==> config.mk <==
export PLATFORM = sky130hd
export DESIGN_NAME = pocp_host_flat
export DESIGN_NICKNAME = d
export VERILOG_FILES = /design/src/pocp_pkg.sv /design/src/pocp_if.sv /design/src/pocp_host.sv /design/src/flat_wrapper.sv
export SDC_FILE = /design/constraint.sdc
export NUM_CORES = 2
export LEC_CHECK = 0
export BUFFER_PORTS_ARGS = -buffer_cell sky130_fd_sc_hd__buf_2
export CAP_MARGIN = 20
export CORE_AREA = 2 2 251 253
export DETAILED_ROUTE_END_ITERATION = 7
export DIE_AREA = 0 0 253 255
export SETUP_SLACK_MARGIN = 0.15
export SYNTH_ARGS = -nofsm -noshare
export SYNTH_HDL_FRONTEND = slang
export SYNTH_SLANG_ARGS = --single-unit
==> constraint.sdc <==
create_clock -name sys_clk -period 24.1 [get_ports sys_clk]
set_clock_uncertainty 0.05 [all_clocks]
set_input_delay 4.82 -clock sys_clk [delete_from_list [all_inputs] [get_ports sys_clk]]
set_output_delay 4.82 -clock sys_clk [all_outputs]
set_load 0.02 [all_outputs]
==> src/pocp_pkg.sv <==
package pocp_pkg;
  // ----------------------------------------------------------------
  // Device register map
  // ----------------------------------------------------------------
  localparam logic [7:0] REG_SCAN_CMD = 8'h01;
  localparam logic [7:0] REG_SC_LIMIT = 8'h0A;
  localparam logic [7:0] REG_DOC_LIMIT = 8'h0B;
  localparam logic [7:0] REG_SC_DELAY = 8'h0C;
  localparam logic [7:0] REG_CONFIG = 8'h0E;
  localparam logic [7:0] REG_COC_LIMIT = 8'h0F;
  localparam logic [7:0] REG_SWITCH = 8'h24;
  localparam logic [7:0] REG_SENSE_LO = 8'h52;
  localparam logic [7:0] REG_SENSE_HI = 8'h53;
  localparam logic [7:0] REG_STATUS = 8'h63;
  localparam logic [7:0] REG_MASK = 8'h83;
  // ----------------------------------------------------------------
  // Device fields and reset values
  // ----------------------------------------------------------------
  localparam int SCAN_GO_BIT = 0;
  localparam int CFG_AUTO_DOC_BIT = 7;
  localparam int CFG_AUTO_COC_BIT = 2;
  localparam int SW_DIS_BIT = 1;
  localparam int SW_CHG_BIT = 0;
  localparam int FLT_SC_BIT = 2;
  localparam int FLT_DOC_BIT = 3;
  localparam int FLT_COC_BIT = 4;
  localparam logic [7:0] FAULT_BITS = 8'h1C;
  localparam logic [7:0] SW_EN_BITS = 8'h03;
  localparam logic [7:0] SW_OFF_VALUE = 8'h00;
  localparam logic [7:0] RST_LIMIT = 8'hFF;
  localparam logic [7:0] RST_DELAY = 8'h00;
  localparam logic [7:0] RST_CONFIG = 8'h00;
  localparam logic [7:0] RST_SWITCH = 8'h00;
  localparam logic [7:0] RST_MASK = 8'hFF;
  localparam int THR_SHIFT_DEF = 4;
  // ----------------------------------------------------------------
  // Timing
  // ----------------------------------------------------------------
  localparam int SYS_CLK_MHZ = 250;
  localparam int SC_TICK_NS = 1000;
  localparam int SC_TICK_CYCLES = (SC_TICK_NS * SYS_CLK_MHZ + 999) / 1000;
  // ----------------------------------------------------------------
  // Host register map (byte addresses) and fields
  // ----------------------------------------------------------------
  localparam logic [4:0] HR_CTRL = 5'h00;
  localparam logic [4:0] HR_STATUS = 5'h04;
  localparam logic [4:0] HR_MASK = 5'h08;
  localparam logic [4:0] HR_RSENSE = 5'h0C;
  localparam logic [4:0] HR_DOC_LIM = 5'h10;
  localparam logic [4:0] HR_COC_LIM = 5'h14;
  localparam logic [4:0] HR_SENSE = 5'h18;
  localparam logic [4:0] HR_DEV_WR = 5'h1C;
  localparam int HC_START_BIT = 0;
  localparam int HC_AUTO_BIT = 1;
  localparam int HS_DEV_DOC = 0;
  localparam int HS_DEV_COC = 1;
  localparam int HS_DEV_SC = 2;
  localparam int HS_RED_DOC = 3;
  localparam int HS_RED_COC = 4;
  localparam int HS_ADC_DOC = 5;
  localparam int HS_ADC_COC = 6;
  localparam int HS_DONE = 7;
  localparam logic [7:0] HS_FAULT_BITS = 8'h7F;
  localparam logic [7:0] RST_HCTRL = 8'h00;
  localparam logic [7:0] RST_HMASK = 8'hFF;
  localparam logic [15:0] RST_RSENSE = 16'h0001;
  localparam logic [15:0] RST_HLIM = 16'h7FFF;
endpackage

==> src/pocp_if.sv <==
`timescale 1ns/1ns
`default_nettype none
interface pocp_if;
  logic [7:0] regAddr;
  logic [7:0] regWdata;
  logic regWrite;
  logic regRead;
  logic [7:0] regRdata;
  logic regAck;
  logic regAlert;
  modport dev (
    input regAddr, regWdata, regWrite, regRead,
    output regRdata, regAck, regAlert
  );
  modport host (
    output regAddr, regWdata, regWrite, regRead,
    input regRdata, regAck, regAlert
  );
endinterface
`default_nettype wire

==> src/pocp_host.sv <==
`timescale 1ns/1ns
`default_nettype none
module pocp_host (
  input wire logic sys_clk,
  input wire logic rst_n,
  input wire logic sysCe,
  input wire logic [4:0] avs_address,
  input wire logic avs_read,
  input wire logic avs_write,
  input wire logic [31:0] avs_writedata,
  output logic [31:0] avs_readdata,
  output logic avs_waitrequest,
  output logic irq,
  input wire logic [15:0] adcVoltage,
  input wire logic adcValid,
  output logic hostAlert,
  pocp_if.host link
);
  typedef enum logic [7:0] {
    H_IDLE = 8'b00000001,
    H_SCAN = 8'b00000010,
    H_STAT = 8'b00000100,
    H_LO = 8'b00001000,
    H_HI = 8'b00010000,
    H_EVAL = 8'b00100000,
    H_OFF = 8'b01000000,
    H_CFG = 8'b10000000
  } pocp_hstate_e;

  function automatic logic signed [33:0] scaled(
    input logic [15:0] lim,
    input logic [15:0] r
  );
    logic [31:0] p;
    p = lim * r;
    scaled = $signed({2'b00, p});
  endfunction

  pocp_hstate_e stateReg;
  pocp_hstate_e stateNext;
  logic [7:0] ctrlReg;
  logic [7:0] statusReg;
  logic [7:0] maskReg;
  logic [15:0] rsenseReg;
  logic [15:0] docLimReg;
  logic [15:0] cocLimReg;
  logic [7:0] devStatReg;
  logic [7:0] loReg;
  logic [7:0] hiReg;
  logic busRdReg;
  logic busWrReg;
  logic [7:0] busAddrReg;
  logic [7:0] busWdataReg;
  logic startPendReg;
  logic adcPendReg;
  logic alertPrevReg;
  logic avWaitReg;
  logic [31:0] avDataReg;
  logic irqReg;
  logic alertReg;
  logic cfgPendReg;
  logic [15:0] cfgReg;

  // ----------------------------------------------------------------
  // Avalon slave decode
  // ----------------------------------------------------------------
  logic avWr;
  logic [31:0] avMux;
  logic [7:0] hClr;
  logic cfgTrig;
  assign avWr = avs_write && !avWaitReg;
  assign avMux =
    (avs_address == pocp_pkg::HR_CTRL) ? {24'h00_0000, ctrlReg} :
    (avs_address == pocp_pkg::HR_STATUS) ? {24'h00_0000, statusReg} :
    (avs_address == pocp_pkg::HR_MASK) ? {24'h00_0000, maskReg} :
    (avs_address == pocp_pkg::HR_RSENSE) ? {16'h0000, rsenseReg} :
    (avs_address == pocp_pkg::HR_DOC_LIM) ? {16'h0000, docLimReg} :
    (avs_address == pocp_pkg::HR_COC_LIM) ? {16'h0000, cocLimReg} :
    (avs_address == pocp_pkg::HR_SENSE) ? {16'h0000, hiReg, loReg} :
    32'h0000_0000;
  assign hClr = (avWr && avs_address == pocp_pkg::HR_STATUS) ?
    avs_writedata[7:0] : 8'h00;
  // Software write of {device address, data} passed on to the device
  assign cfgTrig = avWr && avs_address == pocp_pkg::HR_DEV_WR;

  // ----------------------------------------------------------------
  // Fault evaluation
  // ----------------------------------------------------------------
  logic signed [33:0] docScaled;
  logic signed [33:0] cocScaled;
  logic signed [33:0] sense34;
  logic signed [33:0] adc34;
  logic redDoc;
  logic redCoc;
  logic adcDoc;
  logic adcCoc;
  logic devFault;
  logic anyFault;
  logic [7:0] hSet;
  logic startTrig;
  logic busReq;
  logic busAck;
  logic busActive;
  logic opWrite;
  logic [7:0] opAddr;
  // Compare V against limit*R instead of dividing V by R
  assign docScaled = scaled(docLimReg, rsenseReg);
  assign cocScaled = scaled(cocLimReg, rsenseReg);
  assign sense34 = 34'($signed({hiReg, loReg}));
  assign adc34 = 34'($signed(adcVoltage));
  assign redDoc = sense34 <= -docScaled;
  assign redCoc = sense34 >= cocScaled;
  assign adcDoc = adcValid && (-adc34 >= docScaled);
  assign adcCoc = adcValid && (adc34 >= cocScaled);
  assign devFault = |(devStatReg & pocp_pkg::FAULT_BITS);
  assign anyFault = devFault || redDoc || redCoc;
  always_comb begin
    hSet = 8'h00;
    if (stateReg == H_EVAL) begin
      hSet[pocp_pkg::HS_DEV_DOC] = devStatReg[pocp_pkg::FLT_DOC_BIT];
      hSet[pocp_pkg::HS_DEV_COC] = devStatReg[pocp_pkg::FLT_COC_BIT];
      hSet[pocp_pkg::HS_DEV_SC] = devStatReg[pocp_pkg::FLT_SC_BIT];
      hSet[pocp_pkg::HS_RED_DOC] = redDoc;
      hSet[pocp_pkg::HS_RED_COC] = redCoc;
      hSet[pocp_pkg::HS_DONE] = 1'b1;
    end
    hSet[pocp_pkg::HS_ADC_DOC] = adcDoc;
    hSet[pocp_pkg::HS_ADC_COC] = adcCoc;
  end
  assign startTrig =
    (avWr && avs_address == pocp_pkg::HR_CTRL &&
     avs_writedata[pocp_pkg::HC_START_BIT]) ||
    (ctrlReg[pocp_pkg::HC_AUTO_BIT] &&
     link.regAlert && !alertPrevReg);

  // ----------------------------------------------------------------
  // Device access sequencer
  // ----------------------------------------------------------------
  assign busReq = busRdReg || busWrReg;
  assign busAck = busReq && link.regAck;
  assign busActive = (stateReg != H_IDLE) && (stateReg != H_EVAL);
  assign opWrite = (stateReg == H_SCAN) || (stateReg == H_OFF) ||
    (stateReg == H_CFG);
  assign opAddr =
    (stateReg == H_SCAN) ? pocp_pkg::REG_SCAN_CMD :
    (stateReg == H_STAT) ? pocp_pkg::REG_STATUS :
    (stateReg == H_LO) ? pocp_pkg::REG_SENSE_LO :
    (stateReg == H_HI) ? pocp_pkg::REG_SENSE_HI :
    (stateReg == H_CFG) ? cfgReg[15:8] :
    pocp_pkg::REG_SWITCH;
  always_comb begin
    stateNext = stateReg;
    case (stateReg)
      H_IDLE: begin
        if (startPendReg) begin
          stateNext = H_SCAN;
        end else if (adcPendReg) begin
          stateNext = H_OFF;
        end else if (cfgPendReg) begin
          stateNext = H_CFG;
        end
      end
      H_SCAN: stateNext = busAck ? H_STAT : H_SCAN;
      H_STAT: stateNext = busAck ? H_LO : H_STAT;
      H_LO: stateNext = busAck ? H_HI : H_LO;
      H_HI: stateNext = busAck ? H_EVAL : H_HI;
      H_EVAL: stateNext = anyFault ? H_OFF : H_IDLE;
      H_OFF: stateNext = busAck ? H_IDLE : H_OFF;
      H_CFG: stateNext = busAck ? H_IDLE : H_CFG;
      default: stateNext = H_IDLE;
    endcase
  end

  always_ff @(posedge sys_clk or negedge rst_n) begin
    if (!rst_n) begin
      stateReg <= H_IDLE;
      busRdReg <= 1'b0;
      busWrReg <= 1'b0;
      busAddrReg <= 8'h00;
      busWdataReg <= 8'h00;
    end else if (sysCe) begin
      stateReg <= stateNext;
      if (busAck) begin
        busRdReg <= 1'b0;
        busWrReg <= 1'b0;
      end else if (busActive && !busReq) begin
        busRdReg <= !opWrite;
        busWrReg <= opWrite;
        busAddrReg <= opAddr;
        // Scan command, software device write data, or both switch enables cleared
        busWdataReg <= (stateReg == H_SCAN) ? 8'h01 :
          (stateReg == H_CFG) ? cfgReg[7:0] :
          pocp_pkg::SW_OFF_VALUE;
      end
    end
  end

  always_ff @(posedge sys_clk or negedge rst_n) begin
    if (!rst_n) begin
      devStatReg <= 8'h00;
      loReg <= 8'h00;
      hiReg <= 8'h00;
      startPendReg <= 1'b0;
      adcPendReg <= 1'b0;
      alertPrevReg <= 1'b0;
      cfgPendReg <= 1'b0;
      cfgReg <= 16'h0000;
    end else if (sysCe) begin
      if (busAck && stateReg == H_STAT) begin
        devStatReg <= link.regRdata;
      end
      if (busAck && stateReg == H_LO) begin
        loReg <= link.regRdata;
      end
      if (busAck && stateReg == H_HI) begin
        hiReg <= link.regRdata;
      end
      startPendReg <= startTrig ||
        (startPendReg && stateReg != H_IDLE);
      adcPendReg <= adcDoc || adcCoc || (adcPendReg &&
        !(stateReg == H_IDLE && !startPendReg));
      alertPrevReg <= link.regAlert;
      if (cfgTrig) begin
        cfgReg <= avs_writedata[15:0];
      end
      cfgPendReg <= cfgTrig || (cfgPendReg && stateReg != H_CFG);
    end
  end

  // ----------------------------------------------------------------
  // Software registers and interrupt
  // ----------------------------------------------------------------
  logic [7:0] statusNext;
  assign statusNext = (statusReg & ~hClr) | hSet;
  always_ff @(posedge sys_clk or negedge rst_n) begin
    if (!rst_n) begin
      ctrlReg <= pocp_pkg::RST_HCTRL;
      statusReg <= 8'h00;
      maskReg <= pocp_pkg::RST_HMASK;
      rsenseReg <= pocp_pkg::RST_RSENSE;
      docLimReg <= pocp_pkg::RST_HLIM;
      cocLimReg <= pocp_pkg::RST_HLIM;
      avWaitReg <= 1'b1;
      avDataReg <= 32'h0000_0000;
      irqReg <= 1'b0;
      alertReg <= 1'b0;
    end else if (sysCe) begin
      avWaitReg <= !((avs_read || avs_write) && avWaitReg);
      if (avs_read && avWaitReg) begin
        avDataReg <= avMux;
      end
      if (avWr && avs_address == pocp_pkg::HR_CTRL) begin
        ctrlReg <= avs_writedata[7:0] & 8'h02;
      end
      if (avWr && avs_address == pocp_pkg::HR_MASK) begin
        maskReg <= avs_writedata[7:0];
      end
      if (avWr && avs_address == pocp_pkg::HR_RSENSE) begin
        rsenseReg <= avs_writedata[15:0];
      end
      if (avWr && avs_address == pocp_pkg::HR_DOC_LIM) begin
        docLimReg <= avs_writedata[15:0];
      end
      if (avWr && avs_address == pocp_pkg::HR_COC_LIM) begin
        cocLimReg <= avs_writedata[15:0];
      end
      statusReg <= statusNext;
      irqReg <= |(statusNext & ~maskReg);
      alertReg <= |(statusNext & pocp_pkg::HS_FAULT_BITS);
    end
  end

  assign avs_waitrequest = avWaitReg;
  assign avs_readdata = avDataReg;
  assign irq = irqReg;
  assign hostAlert = alertReg;
  assign link.regAddr = busAddrReg;
  assign link.regWdata = busWdataReg;
  assign link.regRead = busRdReg;
  assign link.regWrite = busWrReg;
endmodule
`default_nettype wire

==> src/flat_wrapper.sv <==
// flat-port wrapper written by rule: the top's interface ports become plain ports
module pocp_host_flat 
  (sys_clk, rst_n, sysCe, avs_address, avs_read, avs_write, avs_writedata, avs_readdata, avs_waitrequest, irq, adcVoltage, adcValid, hostAlert, link_regAddr, link_regWdata, link_regWrite, link_regRead, link_regRdata, link_regAck, link_regAlert);
  pocp_if link_i ();
  input wire logic sys_clk;
  input wire logic rst_n;
  input wire logic sysCe;
  input wire logic [4:0] avs_address;
  input wire logic avs_read;
  input wire logic avs_write;
  input wire logic [31:0] avs_writedata;
  output logic [31:0] avs_readdata;
  output logic avs_waitrequest;
  output logic irq;
  input wire logic [15:0] adcVoltage;
  input wire logic adcValid;
  output logic hostAlert;
  output wire logic [$bits(link_i.regAddr)-1:0] link_regAddr;
  output wire logic [$bits(link_i.regWdata)-1:0] link_regWdata;
  output wire logic [$bits(link_i.regWrite)-1:0] link_regWrite;
  output wire logic [$bits(link_i.regRead)-1:0] link_regRead;
  input wire logic [$bits(link_i.regRdata)-1:0] link_regRdata;
  input wire logic [$bits(link_i.regAck)-1:0] link_regAck;
  input wire logic [$bits(link_i.regAlert)-1:0] link_regAlert;
  assign link_regAddr = link_i.regAddr;
  assign link_regWdata = link_i.regWdata;
  assign link_regWrite = link_i.regWrite;
  assign link_regRead = link_i.regRead;
  assign link_i.regRdata = link_regRdata;
  assign link_i.regAck = link_regAck;
  assign link_i.regAlert = link_regAlert;
  pocp_host u_core (.sys_clk(sys_clk), .rst_n(rst_n), .sysCe(sysCe), .avs_address(avs_address), .avs_read(avs_read), .avs_write(avs_write), .avs_writedata(avs_writedata), .avs_readdata(avs_readdata), .avs_waitrequest(avs_waitrequest), .irq(irq), .adcVoltage(adcVoltage), .adcValid(adcValid), .hostAlert(hostAlert), .link(link_i));
endmodule
# Word level (Yosys, flattened, before mapping)
# Cells that the tools add are included.
# classes
n_reduce_logical	61
n_mul	2
muxes	32
n_bitwise	6
add_sub_neg	2
n_lt_le_gt_ge	4
n_eq_ne	19
# ops
op	n
32-bit 2-to-1 mux	6
8-bit 2-to-1 mux	12
16-bit by 33-bit >= comparator with 1-bit output	2
16-bit by 16-bit multiplier with 32-bit output	2
8-bit case mux with 8 select lines	1
34-bit by 33-bit >= comparator with 1-bit output	1
16-bit by 34-bit less-or-equal comparator with 1-bit output	1
16-bit negator with 34-bit output	1
32-bit negator with 34-bit output	1
1-bit logical AND	25
2-bit AND reduction	12
5-bit == test, second input constant	4
8-bit AND	2
16-bit 2-to-1 mux	1
8-bit inverter	2
7-bit 2-to-1 mux	2
1-bit logical OR	11
5-bit by 4-bit == test with 1-bit output, second input constant	2
5-bit 2-to-1 mux	2
8-bit by 1-bit == test with 1-bit output, second input constant	1
8-bit by 2-bit == test with 1-bit output, second input constant	1
8-bit by 3-bit == test with 1-bit output, second input constant	1
8-bit by 4-bit == test with 1-bit output, second input constant	1
8-bit by 5-bit == test with 1-bit output, second input constant	1
other kinds (21)	31
# totals
word_cells	149
out_inout_bits	53
inputBits	69
reg_bits	167

# Depth between registers and ports, before layout
# logic_depth
word_depth	9
mapped_depth	38
mapped_depth_nobuf	36

# Least setup slack after synthesis
# No wires, ideal clock.
# synth_timing
path_kind	input-to-reg
startpoint	in adcVoltage[9]
endpoint	reg u_core.irqReg (netlist: u_core.irq)
setup_slack_ns	15.318
arrival_ns	8.602
n_path_buf	0
required_time_ns	23.921
stages	14
setup_time_ns	0.129
path_cell_list	or4_4 or3_4 nor4_1 nand2_1 ha_1 inv_1 ha_1 a21o_1 a21oi_1 o21ai_0 o311ai_0 a31oi_2 and2b_1 o41a_1
# synth_between
elab_chain_len	6
word_cells_on_any_way	8
cone_classes	add/sub: 1; order compare: 2; bitwise: 2; reduce/logical: 3
# synth_rtl
element	line	text
start, declared	flat_wrapper.sv:15	input wire logic [15:0] adcVoltage;
16-bit negator with 34-bit output	pocp_host.sv:113	assign adcDoc = adcValid && (-adc34 >= docScaled);
34-bit by 33-bit >= comparator with 1-bit output	pocp_host.sv:113	
1-bit logical AND	pocp_host.sv:113	
8-bit OR (*)	pocp_host.sv:234	assign statusNext = (statusReg & ~hClr) | hSet;
8-bit AND (*)	pocp_host.sv:268	irqReg <= |(statusNext & ~maskReg);
8-bit OR reduction (*)	pocp_host.sv:268	
end signal, assigned	pocp_host.sv:268	
end, declared	pocp_host.sv:59	logic irqReg;
# Mark *: on every way between the ends. The rest lies on a longest branch, timed or not.
# A chain may end at the register's enable or synchronous reset.

# Worst setup path in the final report
# layout_timing
startpoint	reg u_core.rsenseReg[9]
endpoint	reg u_core.stateReg[0]
# layout_between
elab_chain_len	7
word_cells_on_any_way	9
cone_classes	add/sub: 1; mul: 2; order compare: 2; mux: 2; reduce/logical: 2
# layout_rtl
element	line	text
start, declared	pocp_host.sv:44	logic [15:0] rsenseReg;
start signal, assigned	pocp_host.sv:240	rsenseReg <= pocp_pkg::RST_RSENSE;
start signal, assigned	pocp_host.sv:259	rsenseReg <= avs_writedata[15:0];
16-bit by 16-bit multiplier with 32-bit output	pocp_host.sv:35	p = lim * r;
32-bit negator with 34-bit output	pocp_host.sv:111	assign redDoc = sense34 <= -docScaled;
16-bit by 34-bit less-or-equal comparator with 1-bit output	pocp_host.sv:111	
1-bit logical OR	pocp_host.sv:116	assign anyFault = devFault || redDoc || redCoc;
1-bit logical OR (*)	pocp_host.sv:116	
7-bit 2-to-1 mux (*)	pocp_host.sv:167	H_EVAL: stateNext = anyFault ? H_OFF : H_IDLE;
8-bit case mux with 8 select lines (*)	pocp_host.sv:153	case (stateReg)
end signal, assigned	pocp_host.sv:182	stateReg <= stateNext;
end, declared	pocp_host.sv:39	pocp_hstate_e stateReg;
# Marks and branches as above.

==> metrics.md <==
| Metric | Value |
|---|---|
| Status | `completed` |
| CP Launch Type | `register` |
| Row cnt | `92` |
| Critical path's slowest cell | `dfrtp_1` |
| Area post-placement | `28,700 um^2` |
| Worst path most repeated cell | `fa_1` |
| Setup bufs post-CTS | `0` |
| Syn Inst Count | `3,078` |
| Period minus WS final | `10.49 ns` |
| Grt peak-use layer | `met2` |
| Final count of hold timing violations | `0` |
| Ys flop type | `dfrtp_1` |
| Final #Nets | `3,873` |
| Met3 usage | `3.53%` |
| CTS tree | `yes` |
| Vias | `21,700` |
| Design area | `29,300 um^2` |
| Final core occ | `47.1%` |
| Area of the multi-input gates | `21,400 um^2` |
| Die Y | `255 um` |
| Met1 usage in global routing | `33.0%` |
| Cts hold-fix bufs | `0` |
| Clock network power share | `23.9%` |
| Combinational power share | `45.3%` |
| Layout overhead on the synthesized area | `5.91%` |
| Pre-CTS setup slack | `13.91 ns` |
| # IOs | `122` |
| Met2 Track Usage GR | `43.0%` |
| Detailed Routing Iterations Pass 1 | `5` |
| Vias per cell | `5.59` |
| Most numerous cell in the Yosys netlist | `inv_1` |
| Register area share after synthesis | `13.7%` |
| Flop pwr share | `30.8%` |
| Req. time, crit path | `24.37 ns` |
| Total core area | `62,200 um^2` |
| Post-DRT Antenna Nets | `0` |
| Maximum clock path buffer count | `2` |
| CTS sink count | `149` |
| Worst skew pair latency | `0.43 ns` |
| Hold Worst Slack | `0.432 ns` |
| Post-cts resize count | `0` |
| Initial DRC Count | `1,479` |
| WL final | `78,500 um` |
| Remaining DRCs | `0` |
| Async S/R FF share, synth | `100%` |
| Lkg Pwr | `0.0150 uW` |
| Syn_area_per_cell | `8.98 um^2` |
| Setup Viol. Count Final | `0` |
| Fillers | `5,961` |
| Setup ws final | `13.61 ns` |
| Vias in the first global route | `22,900` |
| Crit path kind | `register to register` |
| Fmax | `95.3 MHz` |
| Initial core utilization | `44.5%` |
| Total GRT Usage | `25.3%` |
| Largest net degree at the start of global routing | `93` |
| RSZ-0062 raised after global routing | `no` |
| Initial antenna violation count | `8` |
| CTS root buf | `clkbuf_16` |
| WL/cell | `20.2 um` |
| Remaining Overflow, GRT | `0` |
| Leading area contributor after synthesis | `fa_1` |
| First-pass GRT wire length | `127,000 um` |
| Setup crit end kind | `register` |
| Post-synth EDFFs | `0` |
| Cell internal pwr | `610 uW` |
| Die ar. | `64,500 um^2` |
| Fin crit share | `43.5%` |
| CP Max Fanout | `18` |
| Post-Syn Area | `27,700 um^2` |
| DP Wirelength | `62,000 um` |
| Port buffer count | `89` |
| H-tree Lvls | `4` |
| Max cap viols | `0` |
| Top delay family on crit path | `adder cells` |
| Worst Hold Class | `register to register` |
| Yosys cell types | `92` |
| Commonest cells in the synthesized netlist | `inv_1, nand2_1, fa_1` |
| Sw Ratio | `43.7%` |
| Maximum VDD drop | `0.0789 mV` |
| Worst-margin pin slew | `1.05 ns` |
| Slew margin rel. | `30.0%` |
| CTS Buf Count | `17` |
| Yosys top cell area share | `28.1%` |
| Switching pwr | `474 uW` |
| CP peak stage delay | `1.03 ns` |
| Yosys warning count | `0` |
| Share of cells above drive strength 1 | `10.2%` |
| Number of synthesized register bits | `149` |
| Clock Pin Slew Worst Setup and Hold Paths | `0.06 ns` |
| Placer Congestion | `0.916` |
| Setup TNS | `0 ns` |
| Final Max Tran Viols | `0` |
| Crit path DAT | `10.76 ns` |
| DIE WIDTH | `253 um` |
| Buf/Inv on CP | `6` |
| Power density cells | `37.0 nW/um^2` |
| Register area | `3780 um^2` |
| Synth area leaders | `fa_1, ha_1, dfrtp_1` |
area by class of cell:
cell class | count | area share [%]
Antenna cell | 4 | 0.0342
Clock buffer | 20 | 1.52
Clock inverter | 12 | 0.410
Inverter | 489 | 6.27
Multi-Input combinational cell | 2300 | 73.2
Sequential cell | 149 | 12.9
Tap cell | 799 | 3.41
Timing Repair Buffer | 115 | 2.22
layer usage:
layer	wire length, um	vias to the layer above
met5	22	-
met4	3090	4
met3	4600	133
met2	37600	653
met1	33300	11000
li1	-	9918
through the flow:
stage          instances  total power (uW)
2_1_floorplan       3093               664
3_3_place_gp        3851               806
3_5_place_dp        3852               822
4_1_cts             3884              1090
5_1_grt             3885              1160
6_report            3888              1080
worst paths after layout:
check,to,depth (start not counted),start,slack (ns)
hold / removal,u_core.avs_readdata[0],2,u_core.avs_readdata[0],0.43
max in group asynchronous,u_core.statusReg[2],2,rst_n,18.25
setup reg to reg,u_core.stateReg[0],34,u_core.rsenseReg[9],13.61
hold reg to reg,u_core.avs_readdata[0],2,u_core.avs_readdata[0],0.43
min in group asynchronous,u_core.link.regAddr[7],1,rst_n,4.40
setup / recovery,u_core.stateReg[0],34,u_core.rsenseReg[9],13.61
state kept, by name, summed over array words and instances, names as in the netlist:
name / flops
u_core.avs_readdata: 16
u_core.cfgReg: 16
u_core.cocLimReg: 16
u_core.docLimReg: 16
u_core.rsenseReg: 16
u_core.hiReg: 8
u_core.link.regAddr: 8
u_core.link.regWdata: 8
u_core.loReg: 8
u_core.maskReg: 8
u_core.stateReg: 8
u_core.statusReg: 8
u_core.devStatReg: 3
u_core.adcPendReg: 1
u_core.alertPrevReg: 1
u_core.avs_waitrequest: 1
u_core.cfgPendReg: 1
u_core.ctrlReg: 1
u_core.hostAlert: 1
u_core.irq: 1
u_core.link.regRead: 1
u_core.link.regWrite: 1
u_core.startPendReg: 1
layout by cell type, fill, tap and decap left out, types with 20 or more instances in the layout:
master,netlist,final
nor3_1,34,34
buf_2,6,88
nand4_1,33,33
and2_1,206,206
ha_1,344,344
nor2_1,90,90
nand3_1,35,35
a21o_1,65,65
inv_1,486,486
nand2_1,442,442
buf_4,16,25
o21ai_0,68,68
mux2_2,90,90
dfrtp_1,108,106
a21oi_1,105,105
a22oi_1,21,21
fa_1,388,388
xor2_1,40,40
xnor2_1,53,53
o21ai_1,20,20
dfstp_2,41,41
cell families (layout without fill, tap and decap cells):
kind of cell / count (synthesis) / after routing / share of synthesized area, %
AND/OR/NAND/NOR: 943 / 943 / 16.6
adder cells (fa/ha/maj): 732 / 732 / 43.7
buffers and inverters: 644 / 636 / 9.02
AO/OA/AOI/OAI: 424 / 424 / 10.3
flip-flops: 149 / 149 / 13.7
XOR/XNOR: 93 / 93 / 2.95
multiplexers: 92 / 92 / 3.74
other: 1 / 20 / 0.0136
power groups by stage:
stage                     Combinational, uW  Sequential (uW)  Clock, uW
after global routing                    554              337        272
final                                   492              334        259
after global placement                  472              335          0
after floorplan                         362              301          0
after CTS                               492              332        261
after detailed placement                486              336          0
worst reg2reg max path: cells and delay by family (launching register included):
family	cells	cell delay (ns)
compound gates	7	1.84
xor+xnor	2	0.39
fa+ha+maj	8	3.73
buf+inv	6	0.72
simple gates	11	2.59
flops	1	1.03
Note: power is estimated with default switching activity, not from simulation.
